### config.mk
export PLATFORM = sky130hd
export DESIGN_NAME = rtc_calendar_alarm_status
export DESIGN_NICKNAME = d
export VERILOG_FILES = /design/src/design/rtc_cal_pkg.sv /design/src/design/rtc_calendar_alarm_status.sv
export VERILOG_INCLUDE_DIRS = /design/src /design/src/design
export SDC_FILE = /design/constraint.sdc
export NUM_CORES = 1
export LEC_CHECK = 0
export BUFFER_PORTS_ARGS = -buffer_cell sky130_fd_sc_hd__buf_2
export CORE_MARGIN = 3
export CORE_UTILIZATION = 30
export CTS_BUF_LIST = sky130_fd_sc_hd__clkbuf_2
export DETAILED_ROUTE_END_ITERATION = 10
export PLACE_DENSITY_LB_ADDON = 0.08
export SETUP_SLACK_MARGIN = 0.1
export SYNTH_ARGS = -nofsm -noshare
export SYNTH_HDL_FRONTEND = slang
export SYNTH_SLANG_ARGS = --single-unit
### constraint.sdc
create_clock -name clk_i -period 5 [get_ports clk_i]
set_input_delay 0.25 -clock clk_i [delete_from_list [all_inputs] [get_ports clk_i]]
set_output_delay 0.25 -clock clk_i [all_outputs]
set_load 0.05 [all_outputs]
### src/design/rtc_cal_defines.svh
// Register offsets, field positions and reset values of the calendar block
`ifndef RTC_CAL_DEFINES_SVH
`define RTC_CAL_DEFINES_SVH

// Register byte addresses
`define ADDR_CALENDAR_VALUE  32'h400E146C
`define ADDR_TIME_ALARM      32'h400E1470
`define ADDR_CALENDAR_ALARM  32'h400E1474
`define ADDR_CLOCK_STATUS    32'h400E1478
`define ADDR_STATUS_CLEAR    32'h400E147C

// Calendar value fields
`define CAL_HUNDRED_YEAR_FIELD             6:0
`define CAL_YEAR             15:8
`define CAL_MONTH            20:16
`define CAL_DAY              23:21
`define CAL_DATE             29:24
`define CAL_MASK             32'h3FFFFF7F
`define CAL_RESET            32'h01210020

// Time alarm fields
`define TAL_SEC              6:0
`define TAL_SEC_EN           7
`define TAL_MIN              14:8
`define TAL_MIN_EN           15
`define TAL_HOUR             21:16
`define TAL_HALF_DAY         22
`define TAL_HOUR_EN          23
`define TAL_MASK             32'h00FFFFFF
`define TAL_RESET            32'h00000000

// Calendar alarm fields
`define CAL_AL_MONTH         20:16
`define CAL_AL_MONTH_EN      23
`define CAL_AL_DATE          29:24
`define CAL_AL_DATE_EN       31
`define CAL_AL_MASK          32'hBF9F0000
`define CAL_AL_RESET         32'h00000000

// Status flags, bit 0 upward
`define STATUS_WIDTH         6
`define STATUS_RESET         6'h00

`endif

### src/design/rtc_cal_pkg.sv
// Types shared by the calendar, alarm and status block
package rtc_cal_pkg;

  typedef struct packed {
    logic       half_day_indicator;
    logic [5:0] hour;
    logic [6:0] min;
    logic [6:0] sec;
  } time_value_t;

  typedef enum logic [1:0] {
    TEV_MINUTE   = 2'h0,
    TEV_HOUR     = 2'h1,
    TEV_MIDNIGHT = 2'h2,
    TEV_NOON     = 2'h3
  } time_event_select_t;

  typedef enum logic [1:0] {
    CEV_WEEK  = 2'h0,
    CEV_MONTH = 2'h1,
    CEV_YEAR  = 2'h2
  } calendar_event_select_t;

  // Bit order matches the clock status register
  typedef struct packed {
    logic counter_corruption_flag;
    logic calendar_event_flag;
    logic time_event_flag;
    logic one_hz_event;
    logic alarm;
    logic update_grant_flag;
  } status_flags_t;

  typedef struct packed {
    logic [31:0]   calendar;
    logic [31:0]   time_alarm;
    logic [31:0]   calendar_alarm;
    status_flags_t flags;
    time_value_t   prev_time;
    logic          prev_valid;
    logic          prev_match;
    logic          ack;
    logic [31:0]   rdata;
  } state_t;

endpackage

### src/design/rtc_calendar_alarm_status.sv
// Calendar fields, alarm compare and status flags behind a Wishbone slave
`timescale 1ns/10ps
`include "rtc_cal_defines.svh"

// What this block does
// - Century writes accept BCD 19-20 Gregorian or 13-14 Persian; a year 99 roll steps it one past.
// - Year within century holds BCD 00 to 99.
// - Month holds BCD 01 to 12.
// - Day of week holds 1 to 7; it never steers date advance.
// - Day of month holds BCD 01 to 31.
// - Each BCD field keeps units low, tens in the bits above.
// - Calendar bits without a field read zero.
// - Alarm registers ignore writes while write protect is set.
// - Seconds join the match only when their enable is one.
// - Minutes join the match only when their enable is one.
// - Hour and half-day join the match only when enabled.
// - Month joins the match only when its enable is one.
// - Date joins the match only when its enable is one.
// - Update grant reads 0 while free running, 1 once writable.
// - Alarm flag sets when a match begins and holds until cleared.
// - One-second flag sets on a second event and holds until cleared.
// - Time event flag sets on the selected time event, holds.
// - Calendar event flag sets on the selected calendar event, holds.
// - Corruption flag sets while counters hold invalid or non-BCD values.
// - Writing one to a status clear bit clears that flag.
// - Update request stops counting; writes only after the grant.
module rtc_calendar_alarm_status (
  // Clock and reset
  input  wire logic                            clk_i,
  input  wire logic                            rst_i,
  // Wishbone slave
  input  wire logic                            wb_cyc_i,
  input  wire logic                            wb_stb_i,
  input  wire logic                            wb_we_i,
  input  wire logic [31:0]                     wb_adr_i,
  input  wire logic [3:0]                      wb_sel_i,
  input  wire logic [31:0]                     wb_dat_i,
  output logic      [31:0]                     wb_dat_o,
  output logic                                 wb_ack_o,
  // Time counters and tick
  input  wire rtc_cal_pkg::time_value_t        time_i,
  input  wire logic                            one_hz_event_i,
  // Control from the mode and control registers
  input  wire logic                            update_time_req_i,
  input  wire logic                            update_cal_req_i,
  input  wire logic                            twelve_hour_mode_i,
  input  wire logic                            persian_mode_i,
  input  wire logic                            write_protect_enable_i,
  input  wire rtc_cal_pkg::time_event_select_t time_event_select_i,
  input  wire rtc_cal_pkg::calendar_event_select_t
                                               calendar_event_select_i,
  // State towards interrupt logic and readers
  output rtc_cal_pkg::status_flags_t           status_flags_o,
  output logic      [31:0]                     calendar_value_o,
  output logic                                 alarm_match_o
);

  rtc_cal_pkg::state_t state_reg;
  rtc_cal_pkg::state_t state_next;

  // BCD increment of one byte; caller handles wrap
  function automatic logic [7:0] bcd_inc(input logic [7:0] v);
    if (v[3:0] == 4'h9) begin
      bcd_inc = {v[7:4] + 4'h1, 4'h0};
    end else begin
      bcd_inc = {v[7:4], v[3:0] + 4'h1};
    end
  endfunction

  // Both digits decimal and value inside [lo, hi]
  function automatic logic bcd_ok(input logic [7:0] v,
                                  input logic [7:0] lo,
                                  input logic [7:0] hi);
    bcd_ok = (v[3:0] <= 4'h9) && (v[7:4] <= 4'h9) && (v >= lo) && (v <= hi);
  endfunction

  // Gregorian leap year; a century year is leap only for the 2000s
  function automatic logic leap_year(input logic [7:0] hundred_year_field,
                                     input logic [7:0] year);
    if (year == 8'h00) begin
      leap_year = (hundred_year_field == 8'h20);
    end else if (year[4]) begin
      leap_year = (year[3:0] == 4'h2) || (year[3:0] == 4'h6);
    end else begin
      leap_year = (year[3:0] == 4'h0) || (year[3:0] == 4'h4) ||
                  (year[3:0] == 4'h8);
    end
  endfunction

  // Last date of the month in BCD; Persian leap years are not tracked
  function automatic logic [7:0] month_days(input logic [7:0] month,
                                            input logic [7:0] hundred_year_field,
                                            input logic [7:0] year,
                                            input logic       persian);
    if (persian) begin
      if (month <= 8'h06) begin
        month_days = 8'h31;
      end else if (month <= 8'h11) begin
        month_days = 8'h30;
      end else begin
        month_days = 8'h29;
      end
    end else if (month == 8'h02) begin
      month_days = leap_year(hundred_year_field, year) ? 8'h29 : 8'h28;
    end else if ((month == 8'h04) || (month == 8'h06) ||
                 (month == 8'h09) || (month == 8'h11)) begin
      month_days = 8'h30;
    end else begin
      month_days = 8'h31;
    end
  endfunction

  // Whole calendar word inside its documented ranges
  function automatic logic calendar_ok(input logic [31:0] c,
                                       input logic        persian);
    logic [7:0] lo;
    logic [7:0] hi;
    lo = persian ? 8'h13 : 8'h19;
    hi = persian ? 8'h14 : 8'h20;
    calendar_ok = bcd_ok({1'b0, c[`CAL_HUNDRED_YEAR_FIELD]}, lo, hi) &&
                  bcd_ok(c[`CAL_YEAR], 8'h00, 8'h99) &&
                  bcd_ok({3'h0, c[`CAL_MONTH]}, 8'h01, 8'h12) &&
                  (c[`CAL_DAY] >= 3'h1) &&
                  bcd_ok({2'h0, c[`CAL_DATE]}, 8'h01, 8'h31);
  endfunction

  // Byte-lane merge of a Wishbone write
  function automatic logic [31:0] merge(input logic [31:0] old,
                                        input logic [31:0] dat,
                                        input logic [3:0]  sel);
    integer i;
    merge = old;
    for (i = 0; i < 4; i = i + 1) begin
      if (sel[i]) begin
        merge[i*8 +: 8] = dat[i*8 +: 8];
      end
    end
  endfunction

  logic        access;
  logic        write_now;
  logic [31:0] wval;
  logic [31:0] rd_mux;
  logic        can_write_cal;
  logic        time_ok;
  logic        noon_hour;
  logic        midnight_hour;
  logic        hour_changed;
  logic        min_changed;
  logic        day_roll;
  logic        time_event;
  logic        cal_event;
  logic        match;
  logic        any_enabled;
  logic [7:0]  cur_month;
  logic [7:0]  cur_date;
  logic [7:0]  cur_year;
  logic [7:0]  cur_hundred_year_field;
  logic [7:0]  last_date;
  logic [31:0] adv;
  logic [31:0] clr_word;
  logic [7:0]  hundred_year_field_inc;
  logic [7:0]  month_inc;
  logic [7:0]  date_inc;
  rtc_cal_pkg::status_flags_t set_flags;
  rtc_cal_pkg::status_flags_t clr_flags;

  always_comb begin
    state_next    = state_reg;
    set_flags     = '0;
    clr_flags     = '0;
    adv           = state_reg.calendar;
    clr_word      = 32'h00000000;
    wval          = 32'h00000000;
    rd_mux        = 32'h00000000;
    day_roll      = 1'b0;
    cal_event     = 1'b0;
    time_event    = 1'b0;

    access    = wb_cyc_i && wb_stb_i;
    // The write lands on the edge where the master sees ack high
    write_now = access && wb_we_i && state_reg.ack;

    // Classic single cycle: ack one clock after the strobe, then drop
    state_next.ack = access && !state_reg.ack;

    case (wb_adr_i)
      `ADDR_CALENDAR_VALUE:  rd_mux = state_reg.calendar & `CAL_MASK;
      `ADDR_TIME_ALARM:      rd_mux = state_reg.time_alarm;
      `ADDR_CALENDAR_ALARM:  rd_mux = state_reg.calendar_alarm;
      `ADDR_CLOCK_STATUS:    rd_mux = {26'h0000000, state_reg.flags};
      default:               rd_mux = 32'h00000000;
    endcase
    if (state_next.ack) begin
      state_next.rdata = rd_mux;
    end

    // Counters may be changed only once the grant is up
    can_write_cal = update_cal_req_i && state_reg.flags.update_grant_flag;

    if (write_now) begin
      case (wb_adr_i)
        `ADDR_CALENDAR_VALUE: begin
          wval = merge(state_reg.calendar, wb_dat_i, wb_sel_i) & `CAL_MASK;
          // Out-of-range words are dropped whole
          if (can_write_cal && calendar_ok(wval, persian_mode_i)) begin
            state_next.calendar = wval;
          end
        end
        `ADDR_TIME_ALARM: begin
          if (!write_protect_enable_i) begin
            state_next.time_alarm =
              merge(state_reg.time_alarm, wb_dat_i, wb_sel_i) & `TAL_MASK;
          end
        end
        `ADDR_CALENDAR_ALARM: begin
          if (!write_protect_enable_i) begin
            state_next.calendar_alarm =
              merge(state_reg.calendar_alarm, wb_dat_i, wb_sel_i) &
              `CAL_AL_MASK;
          end
        end
        `ADDR_STATUS_CLEAR: begin
          clr_word  = merge(32'h00000000, wb_dat_i, wb_sel_i);
          clr_flags = clr_word[`STATUS_WIDTH-1:0];
        end
        default: begin
        end
      endcase
    end

    // Edges of the time counters
    min_changed  = state_reg.prev_valid && !update_time_req_i &&
                   (time_i.min != state_reg.prev_time.min);
    hour_changed = state_reg.prev_valid && !update_time_req_i &&
                   (time_i.hour != state_reg.prev_time.hour);
    midnight_hour = twelve_hour_mode_i ?
                    (time_i.hour == 6'h12) && !time_i.half_day_indicator :
                    (time_i.hour == 6'h00);
    noon_hour     = twelve_hour_mode_i ?
                    (time_i.hour == 6'h12) && time_i.half_day_indicator :
                    (time_i.hour == 6'h12);

    case (time_event_select_i)
      rtc_cal_pkg::TEV_MINUTE:   time_event = min_changed;
      rtc_cal_pkg::TEV_HOUR:     time_event = hour_changed;
      rtc_cal_pkg::TEV_MIDNIGHT: time_event = hour_changed && midnight_hour;
      rtc_cal_pkg::TEV_NOON:     time_event = hour_changed && noon_hour;
      default:                   time_event = 1'b0;
    endcase

    // Day rollover advances the calendar unless it is held for update
    day_roll  = hour_changed && midnight_hour && !update_cal_req_i;
    cur_hundred_year_field  = {1'b0, state_reg.calendar[`CAL_HUNDRED_YEAR_FIELD]};
    cur_year  = state_reg.calendar[`CAL_YEAR];
    cur_month = {3'h0, state_reg.calendar[`CAL_MONTH]};
    cur_date  = {2'h0, state_reg.calendar[`CAL_DATE]};
    last_date = month_days(cur_month, cur_hundred_year_field, cur_year, persian_mode_i);
    hundred_year_field_inc  = bcd_inc(cur_hundred_year_field);
    month_inc = bcd_inc(cur_month);
    date_inc  = bcd_inc(cur_date);
    // Weekday steps on its own, never feeding the date length
    adv[`CAL_DAY] = (state_reg.calendar[`CAL_DAY] == 3'h7) ? 3'h1 :
                    state_reg.calendar[`CAL_DAY] + 3'h1;
    if (cur_date >= last_date) begin
      adv[`CAL_DATE] = 6'h01;
      if (cur_month >= 8'h12) begin
        adv[`CAL_MONTH] = 5'h01;
        if (cur_year == 8'h99) begin
          adv[`CAL_YEAR] = 8'h00;
          adv[`CAL_HUNDRED_YEAR_FIELD] = hundred_year_field_inc[6:0];
        end else begin
          adv[`CAL_YEAR] = bcd_inc(cur_year);
        end
      end else begin
        adv[`CAL_MONTH] = month_inc[4:0];
      end
    end else begin
      adv[`CAL_DATE] = date_inc[5:0];
    end
    // A calendar write needs the update request, so it never meets a roll
    if (day_roll) begin
      state_next.calendar = adv;
    end

    // Day 1 stands for the first weekday
    case (calendar_event_select_i)
      rtc_cal_pkg::CEV_WEEK:  cal_event = day_roll && (adv[`CAL_DAY] == 3'h1);
      rtc_cal_pkg::CEV_MONTH: cal_event = day_roll &&
                                          (adv[`CAL_DATE] == 6'h01);
      rtc_cal_pkg::CEV_YEAR:  cal_event = day_roll &&
                                          (adv[`CAL_DATE] == 6'h01) &&
                                          (adv[`CAL_MONTH] == 5'h01);
      default:                cal_event = 1'b0;
    endcase

    // Alarm compare, each field gated by its enable
    any_enabled = state_reg.time_alarm[`TAL_SEC_EN] ||
                  state_reg.time_alarm[`TAL_MIN_EN] ||
                  state_reg.time_alarm[`TAL_HOUR_EN] ||
                  state_reg.calendar_alarm[`CAL_AL_MONTH_EN] ||
                  state_reg.calendar_alarm[`CAL_AL_DATE_EN];
    match = any_enabled &&
      (!state_reg.time_alarm[`TAL_SEC_EN] ||
       (state_reg.time_alarm[`TAL_SEC] == time_i.sec)) &&
      (!state_reg.time_alarm[`TAL_MIN_EN] ||
       (state_reg.time_alarm[`TAL_MIN] == time_i.min)) &&
      (!state_reg.time_alarm[`TAL_HOUR_EN] ||
       ((state_reg.time_alarm[`TAL_HOUR] == time_i.hour) &&
        (state_reg.time_alarm[`TAL_HALF_DAY] ==
         time_i.half_day_indicator))) &&
      (!state_reg.calendar_alarm[`CAL_AL_MONTH_EN] ||
       (state_reg.calendar_alarm[`CAL_AL_MONTH] ==
        state_reg.calendar[`CAL_MONTH])) &&
      (!state_reg.calendar_alarm[`CAL_AL_DATE_EN] ||
       (state_reg.calendar_alarm[`CAL_AL_DATE] ==
        state_reg.calendar[`CAL_DATE]));
    state_next.prev_match = match;

    // Counter sanity; 12-hour mode runs 1..12, 24-hour 0..23
    time_ok = bcd_ok({1'b0, time_i.sec}, 8'h00, 8'h59) &&
              bcd_ok({1'b0, time_i.min}, 8'h00, 8'h59) &&
              (twelve_hour_mode_i ?
               bcd_ok({2'h0, time_i.hour}, 8'h01, 8'h12) :
               bcd_ok({2'h0, time_i.hour}, 8'h00, 8'h23));

    // Set sources; each beats a clear landing in the same cycle
    set_flags.update_grant_flag  = (update_time_req_i || update_cal_req_i) &&
                                   one_hz_event_i;
    set_flags.alarm              = match && !state_reg.prev_match;
    set_flags.one_hz_event       = one_hz_event_i;
    set_flags.time_event_flag    = time_event;
    set_flags.calendar_event_flag = cal_event;
    set_flags.counter_corruption_flag =
      !time_ok || !calendar_ok(state_reg.calendar, persian_mode_i);

    // Grant falls as soon as both requests are gone
    if (!update_time_req_i && !update_cal_req_i) begin
      clr_flags.update_grant_flag = 1'b1;
    end

    state_next.flags = set_flags | (state_reg.flags & ~clr_flags);

    state_next.prev_time  = time_i;
    state_next.prev_valid = 1'b1;
  end

  always_ff @(posedge clk_i) begin
    if (rst_i) begin
      state_reg.calendar       <= `CAL_RESET;
      state_reg.time_alarm     <= `TAL_RESET;
      state_reg.calendar_alarm <= `CAL_AL_RESET;
      state_reg.flags          <= `STATUS_RESET;
      state_reg.prev_time      <= '0;
      state_reg.prev_valid     <= 1'b0;
      state_reg.prev_match     <= 1'b0;
      state_reg.ack            <= 1'b0;
      state_reg.rdata          <= 32'h00000000;
    end else begin
      state_reg <= state_next;
    end
  end

  assign wb_ack_o         = state_reg.ack;
  assign wb_dat_o         = state_reg.rdata;
  assign status_flags_o   = state_reg.flags;
  assign calendar_value_o = state_reg.calendar;
  assign alarm_match_o    = state_reg.prev_match;

endmodule // rtc_calendar_alarm_status

==> impl_metrics.py, run 1 <==
metrics = {
    "floorplan": {
        "fp.dieH_um": 169.9,
        "dieArea_mm2": 0.02886,
        "core_area_mm2": 0.02621,
        "floorplan.initialDensity_pct": 30.74,
        "die_w_um": 169.9,
        "row_count": 59,
        "pin_count": 176,
    },
    "logic_synthesis": {
        "synthTopCellsByArea": "dfxtp_1 30%, mux2i_1 7.3%, buf_4 6.6%",
        "synth_seq_cells": 119,
        "post-synth-top-area-fraction_pct": 29.57,
        "syn_avg_cell_area_um2": 8.272,
        "yosysWarnings": 0,
        "synthCells": 974,
        "syn_area_mm2": 0.008056,
        "synthDistinctLibCells": 73,
        "synth_edf_count": 0,
        "synth_most_common_cell": "dfxtp_1",
        "seq_area_frac_synth_pct": 29.57,
        "synth_largest_area_cell": "dfxtp_1",
        "ys_async_sr_fraction_pct": 0,
        "ys_top_cells_by_count": "119 x dfxtp_1, 114 x nor2_1, 71 x buf_4",
        "synth_ff_type": "dfxtp_1",
    },
    "worst_setup_path": {
        "path_class": "flop to flop",
        "worstPathRequired_ns": 5.64,
        "crit_slowest_cell": "dlygate4sd3_1",
        "crit_fanout": 16,
        "cp.arrival_ns": 5.31,
        "cp_cell_sequence": "buf_4 -> inv_1 -> ha_1 -> nor4b_1 -> nand2_1 -> o2111a_1 -> a31oi_1 -> a2111oi_2 -> nor3_1 -> a21oi_1 -> ha_1 -> or4b_1 -> a211oi_4 -> buf_6 -> nor3_1 -> a21oi_1 -> nand4b_1 -> o32a_1 -> dlygate4sd3_1 -> o31ai_1",
        "slowest_delay_ns": 0.56,
        "rrSetupSlack_ns": 0.32,
        "r2r-start": "calendar_value_o[12]$_SDFFE_PP0P_",
        "r2r-end": "status_flags_o[4]$_SDFF_PP0_",
        "crit_path_end_kind": "flop",
        "cp-start-kind": "flop",
        "r2r_cells": 20,
    },
    "clocking": {
        "clk_latency_ns": 0.72,
        "h-tree-depth": 4,
        "cts-root-buf": "clkbuf_2",
        "tritoncts": "yes",
        "cts_max_path_buffers": 2,
        "cts_sinks": 119,
        "numCtsBuffers": 17,
        "clk_pin_slew_ns": 0.22,
    },
    "detailed_routing": {
        "finalWirelength_mm": 30.61,
        "drtIter0Drc": 496,
        "vias": 7711,
        "wl_per_cell_um": 20.89,
        "dr.pass1.iters": 5,
        "drc": 0,
        "postRouteAntennaNets": 0,
        "vias_per_cell": 5.263,
    },
    "final_layout": {
        "largest_reg_flops": 51,
        "drive_above_1_share_pct": 23.74,
        "areaGrowthSynthToFinish_pct": 19.54,
        "final_nets": 1247,
        "design_area_mm2": 0.009630,
        "fillers": 2777,
    },
    "min_path": {
        "holdPathEnd": "wb_dat_o[4]$_SDFFE_PP0P_",
        "min_from": "rst_i",
        "hp-class": "input port to flop",
        "hold_depth": 2,
    },
    "grt": {
        "grt-ovfl-total": 0,
        "antenna_found_initial": 1,
        "grtUsageTotal_pct": 21.08,
        "grt_pass1_wl_mm": 46.37,
        "grt_pass1_vias": 7466,
        "grt_start_max_net_pins": 74,
    },
    "sta": {
        "maxSlewViolCount": 0,
        "fin_crit_ns": 4.676,
        "clock-skew-final_ns": 0.04040,
        "fin_setup_tns_ns": 0,
        "hold_violations": 0,
        "rsz0062_at_grt": "no",
        "fin_crit_sh_pct": 93.52,
        "relSlewSlack_pct": 35.36,
        "tightestPinTransition_ns": 0.9615,
        "max_freq_mhz": 213.9,
        "setup_violations": 0,
    },
    "placement": {
        "place_hpwl_mm": 22.80,
        "place_congestion": 0.8279,
        "placed_cell_area_mm2": 0.008788,
        "port_buffers": 170,
    },
    "flow_run": {
        "maxCapViolations": 0,
    },
    "power": {
        "leakage_nw": 4.115,
        "vdd_ir_drop_max_uv": 91.18,
        "power.total_mw": 1.894,
        "p_per_area_mw_per_mm2": 196.7,
    },
    "status": {
        "status": "finished clean",
    },
}
[placed cells by master (no fill, tap or decap), types with 9 or more instances in the layout]
master,instances
a211oi_1,14
a21oi_1,37
a22oi_1,26
a2bb2oi_1,29
buf_2,169
buf_4,31
clkbuf_2,18
dfxtp_1,119
dlygate4sd3_1,58
ha_1,27
inv_1,34
mux2_2,12
mux2i_1,59
nand2_1,46
nand2b_1,9
nand3_1,27
nand4_1,19
nor2_1,114
nor2b_1,16
nor3_1,20
nor4_1,10
o211ai_1,11
o21ai_0,30
xnor2_1,21
xor2_1,27
[what timing repair did]
action	4_1_cts	5_1_grt
endpoints found under the setup margin	0	1
hold endpoints to repair	72	1
buffers inserted	0	0
resized for setup	0	4
hold buffers	57	1
[cell type report]
type	count	area, µm²	share of cell area (%)
Tap cell	335	419.2	4.352
Clock inverter	14	151.4	1.572
Timing Repair Buffer	259	1670	17.34
Inverter	34	127.6	1.325
Clock buffer	18	90.09	0.9354
Antenna cell	1	2.502	0.02598
Multi-Input combinational cell	685	4787	49.71
Sequential cell	119	2382	24.74
[cells by family (layout without fill, tap and decap cells)]
group           Yosys count  in the layout  synth area share (%)
xor+xnor                 48             48                 5.218
mux                      71             71                 9.008
simple gates            302            302                 18.79
fa+ha+maj                27             27                 4.193
flops                   119            119                 29.57
compound gates          233            233                 21.74
other cells               1              5               0.04655
buf+inv                 173            325                 11.43
[routing by layer]
layer	up-vias	global-route usage, %	share of wire (%)
li1	3757	-	-
met5	-	0	0
met2	251	32.79	45
met3	35	3.810	5.4
met4	0	5.725	1.9
met1	3668	30.06	48
[worst max-delay path by stage]
stage,startpoint,endpoint,slack (ns),cells after the start
6_report,calendar_value_o[12]$_SDFFE_PP0P_,status_flags_o[4]$_SDFF_PP0_,0.32,20
5_1_grt,calendar_value_o[12]$_SDFFE_PP0P_,status_flags_o[4]$_SDFF_PP0_,0.08,20
3_5_place_dp,calendar_value_o[12]$_SDFFE_PP0P_,status_flags_o[4]$_SDFF_PP0_,0.83,19
4_1_cts,calendar_value_o[12]$_SDFFE_PP0P_,status_flags_o[4]$_SDFF_PP0_,0.24,20
2_1_floorplan,calendar_value_o[12]$_SDFFE_PP0P_,status_flags_o[4]$_SDFF_PP0_,1.16,16
3_3_place_gp,calendar_value_o[12]$_SDFFE_PP0P_,status_flags_o[4]$_SDFF_PP0_,0.86,19
[worst max-delay path: cells and delay by family (launching register included)]
family | cells | cell delay, ns
compound gates | 8 | 1.74
fa+ha+maj | 2 | 0.44
buf+inv | 4 | 1.06
flops | 1 | 0.35
simple gates | 6 | 1.04
[power by group]
group / internal (mW) / switching [mW]
Clock: 0.235 / 0.439
Sequential: 0.959 / 0.00553
Combinational: 0.104 / 0.151
[through the flow]
step	util (%)	setup slack [ns]	instances	hold WS, ns
after floorplan	-	1.158	977	0.3582
after global placement	33.54	0.8640	1374	0.4418
after detailed placement	33.54	0.8317	1374	0.4502
after CTS	36.63	0.2357	1463	0.008506
after global routing	36.75	0.08488	1465	0.02720
final	36.75	0.3241	1465	0.08517
(Power assumes the default switching activity.)
==> run 2, diff against run 1 <==
- ABC_AREA: unset -> 1
==> impl_metrics.py, run 2 <==
metrics = {
    "logic_synthesis": {
        "post-synth-top-area-fraction_pct": 27.31,
        "synthDistinctLibCells": 45,
        "ys_top_cells_by_count": "345 x nand2_1, 183 x nor2_1, 174 x inv_1",
        "synthCells": 1415,
        "yosysWarnings": 0,
        "synth_seq_cells": 119,
        "synth_largest_area_cell": "dfxtp_1",
        "ys_async_sr_fraction_pct": 0,
        "seq_area_frac_synth_pct": 27.31,
        "syn_avg_cell_area_um2": 6.164,
        "synth_most_common_cell": "nand2_1",
        "synth_edf_count": 0,
        "synth_ff_type": "dfxtp_1",
        "syn_area_mm2": 0.008722,
        "synthTopCellsByArea": "dfxtp_1 27%, nand2_1 15%, nor2_1 7.9%",
    },
    "clocking": {
        "cts_max_path_buffers": 2,
        "tritoncts": "yes",
        "cts_sinks": 119,
        "numCtsBuffers": 17,
        "clk_latency_ns": 0.73,
        "h-tree-depth": 4,
        "cts-root-buf": "clkbuf_2",
        "clk_pin_slew_ns": 0.24,
    },
    "status": {
        "status": "finished clean",
    },
    "worst_setup_path": {
        "crit_cells": 22,
        "r2r_cells": 22,
        "slowest_delay_ns": 0.59,
        "worstPathRequired_ns": 5.61,
        "crit_slowest_cell": "dlygate4sd3_1",
        "cp.arrival_ns": 5.00,
        "crit_path_frequent_cell": "nand2_1",
        "critPathBufInv": 4,
        "crit_path_end_kind": "flop",
        "crit_fanout": 21,
        "cp_top_family": "buffers and inverters",
        "path_class": "flop to flop",
        "cp_cell_sequence": "inv_1 -> ha_1 -> nand4_1 -> mux2i_1 -> o21ai_0 -> a21oi_1 -> ha_1 -> nand2_1 -> nand2_1 -> nand2_1 -> nand2_1 -> nand3_4 -> inv_1 -> nand2_1 -> nand2_1 -> nor2_1 -> nand3_1 -> nand2_1 -> nand2_1 -> dlygate4sd3_1 -> a21oi_1 -> dlygate4sd3_1",
        "cp-start-kind": "flop",
    },
    "detailed_routing": {
        "dr.pass1.iters": 6,
        "finalWirelength_mm": 34.37,
        "vias": 9470,
        "vias_per_cell": 4.879,
        "drc": 0,
        "drtIter0Drc": 686,
        "postRouteAntennaNets": 0,
        "wl_per_cell_um": 17.71,
    },
    "final_layout": {
        "final_core_util_pct": 35.77,
        "final_cells": 1941,
        "drive_above_1_share_pct": 15.11,
        "final_cell_mix": "345 x nand2_1, 182 x nor2_1, 174 x inv_1",
        "final_common_cell": "nand2_1",
        "final_nets": 1680,
        "areaGrowthSynthToFinish_pct": 15.82,
        "largest_reg_flops": 51,
    },
    "power": {
        "switching_power_mw": 0.6664,
        "vdd_ir_drop_max_uv": 101.9,
        "intPower_mw": 1.261,
        "leakage_nw": 4.694,
        "power_frac_clock_pct": 34.6,
        "power_switching_share_pct": 34.57,
        "power.total_mw": 1.928,
        "share_comb_of_total_power_pct": 15.3,
        "p_per_area_mw_per_mm2": 190.8,
        "p_seq_share_pct": 50.1,
    },
    "grt": {
        "grt_pass1_wl_mm": 52.36,
        "grt_pass1_vias": 8958,
        "grt-ovfl-total": 0,
        "grtUsageTotal_pct": 21.81,
        "grt_start_max_net_pins": 65,
        "antenna_found_initial": 1,
    },
    "sta": {
        "fin_crit_ns": 4.393,
        "relSlewSlack_pct": 31.11,
        "hold_violations": 0,
        "max_freq_mhz": 227.6,
        "maxSlewViolCount": 0,
        "tightestPinTransition_ns": 1.032,
        "setup_violations": 0,
        "fin_crit_sh_pct": 87.85,
        "rsz0062_at_grt": "no",
        "worst_slack_ns": 0.6073,
        "fin_setup_tns_ns": 0,
        "clock-skew-final_ns": 0.03606,
    },
    "placement": {
        "place_congestion": 0.9026,
        "place_hpwl_mm": 26.52,
        "pre_cts_slack_ns": 1.238,
        "port_buffers": 170,
        "place_inst": 1856,
    },
    "floorplan": {
        "core_area_mm2": 0.02824,
        "fp.dieH_um": 176.5,
        "pin_count": 176,
        "dieArea_mm2": 0.03116,
        "row_count": 61,
        "floorplan.initialDensity_pct": 30.89,
        "die_w_um": 176.5,
    },
    "min_path": {
        "hp-class": "input port to flop",
        "hold_depth": 5,
    },
    "flow_run": {
        "maxCapViolations": 0,
    },
}
run 2: through the flow:
step                      instance area, µm²  hold slack (ns)
after global placement                  9338           0.4511
after detailed placement                9338           0.4542
after global routing                   10100          0.03634
after CTS                              10090          0.02420
after floorplan                         8733           0.3567
final                                  10100          0.06796
run 2: path summary, 6_finish.rpt:
kind                                           from                      endpoint  slack, ns
hold / removal               time_event_select_i[1]  status_flags_o[3]$_SDFF_PP0_       0.07
hold reg to reg           wb_dat_o[23]$_SDFFE_PP0P_     wb_dat_o[23]$_SDFFE_PP0P_       0.48
setup reg to reg  calendar_value_o[12]$_SDFFE_PP0P_  status_flags_o[4]$_SDFF_PP0_       0.61
setup / recovery  calendar_value_o[12]$_SDFFE_PP0P_  status_flags_o[4]$_SDFF_PP0_       0.61
run 2: power groups by stage:
stage | clock (mW) | sequential (mW) | combinational, mW
finish | 0.667 | 0.966 | 0.295
global route | 0.733 | 0.968 | 0.328
CTS | 0.694 | 0.966 | 0.295
detailed placement | 0 | 0.984 | 0.264
global placement | 0 | 0.984 | 0.263
floorplan | 0 | 0.983 | 0.155
run 2: cell type report:
class                           instances  area, µm²
Antenna cell                            1      2.502
Sequential cell                       119       2382
Inverter                              184      693.2
Clock inverter                         15      143.9
Timing Repair Buffer                  230       1431
Multi-Input combinational cell        997       4891
Fill cell                            3244      18140
Tap cell                              378      473.0
Clock buffer                           17      85.08
run 2: worst register-to-register path, stage by stage, from the launching register on:
cell           delay, ns
dfxtp_1             0.54
inv_1               0.22
ha_1                0.24
nand4_1             0.11
mux2i_1             0.30
o21ai_0             0.12
a21oi_1             0.21
ha_1                0.19
nand2_1             0.05
nand2_1             0.07
nand2_1             0.04
nand2_1             0.11
nand3_4             0.24
inv_1               0.24
nand2_1             0.07
nand2_1             0.09
nor2_1              0.04
nand3_1             0.08
nand2_1             0.05
nand2_1             0.06
dlygate4sd3_1       0.55
a21oi_1             0.06
dlygate4sd3_1       0.59
run 2: cell families after synthesis:
family	count (synthesis)	synth area share (%)
buf+inv	302	16.91
xor+xnor	30	3.012
mux	1	0.1148
fa+ha+maj	27	3.873
compound gates	249	15.59
other cells	1	0.04299
simple gates	686	33.14
flops	119	27.31
run 2: what timing repair did:
item	in CTS	in global routing
hold endpoints to repair	57	0
gates resized for setup	0	2
hold buffers	52	0
buffers inserted	0	0
setup endpoints to repair	0	1
run 2: per-layer routing:
metal | vias to the layer above | track usage, % | part of all wire [%]
met1 | 4384 | 29.98 | 47
met4 | 0 | 6.088 | 2.1
met5 | - | 0 | 0
met2 | 277 | 36.23 | 46
li1 | 4765 | - | -
met3 | 44 | 2.473 | 4.7
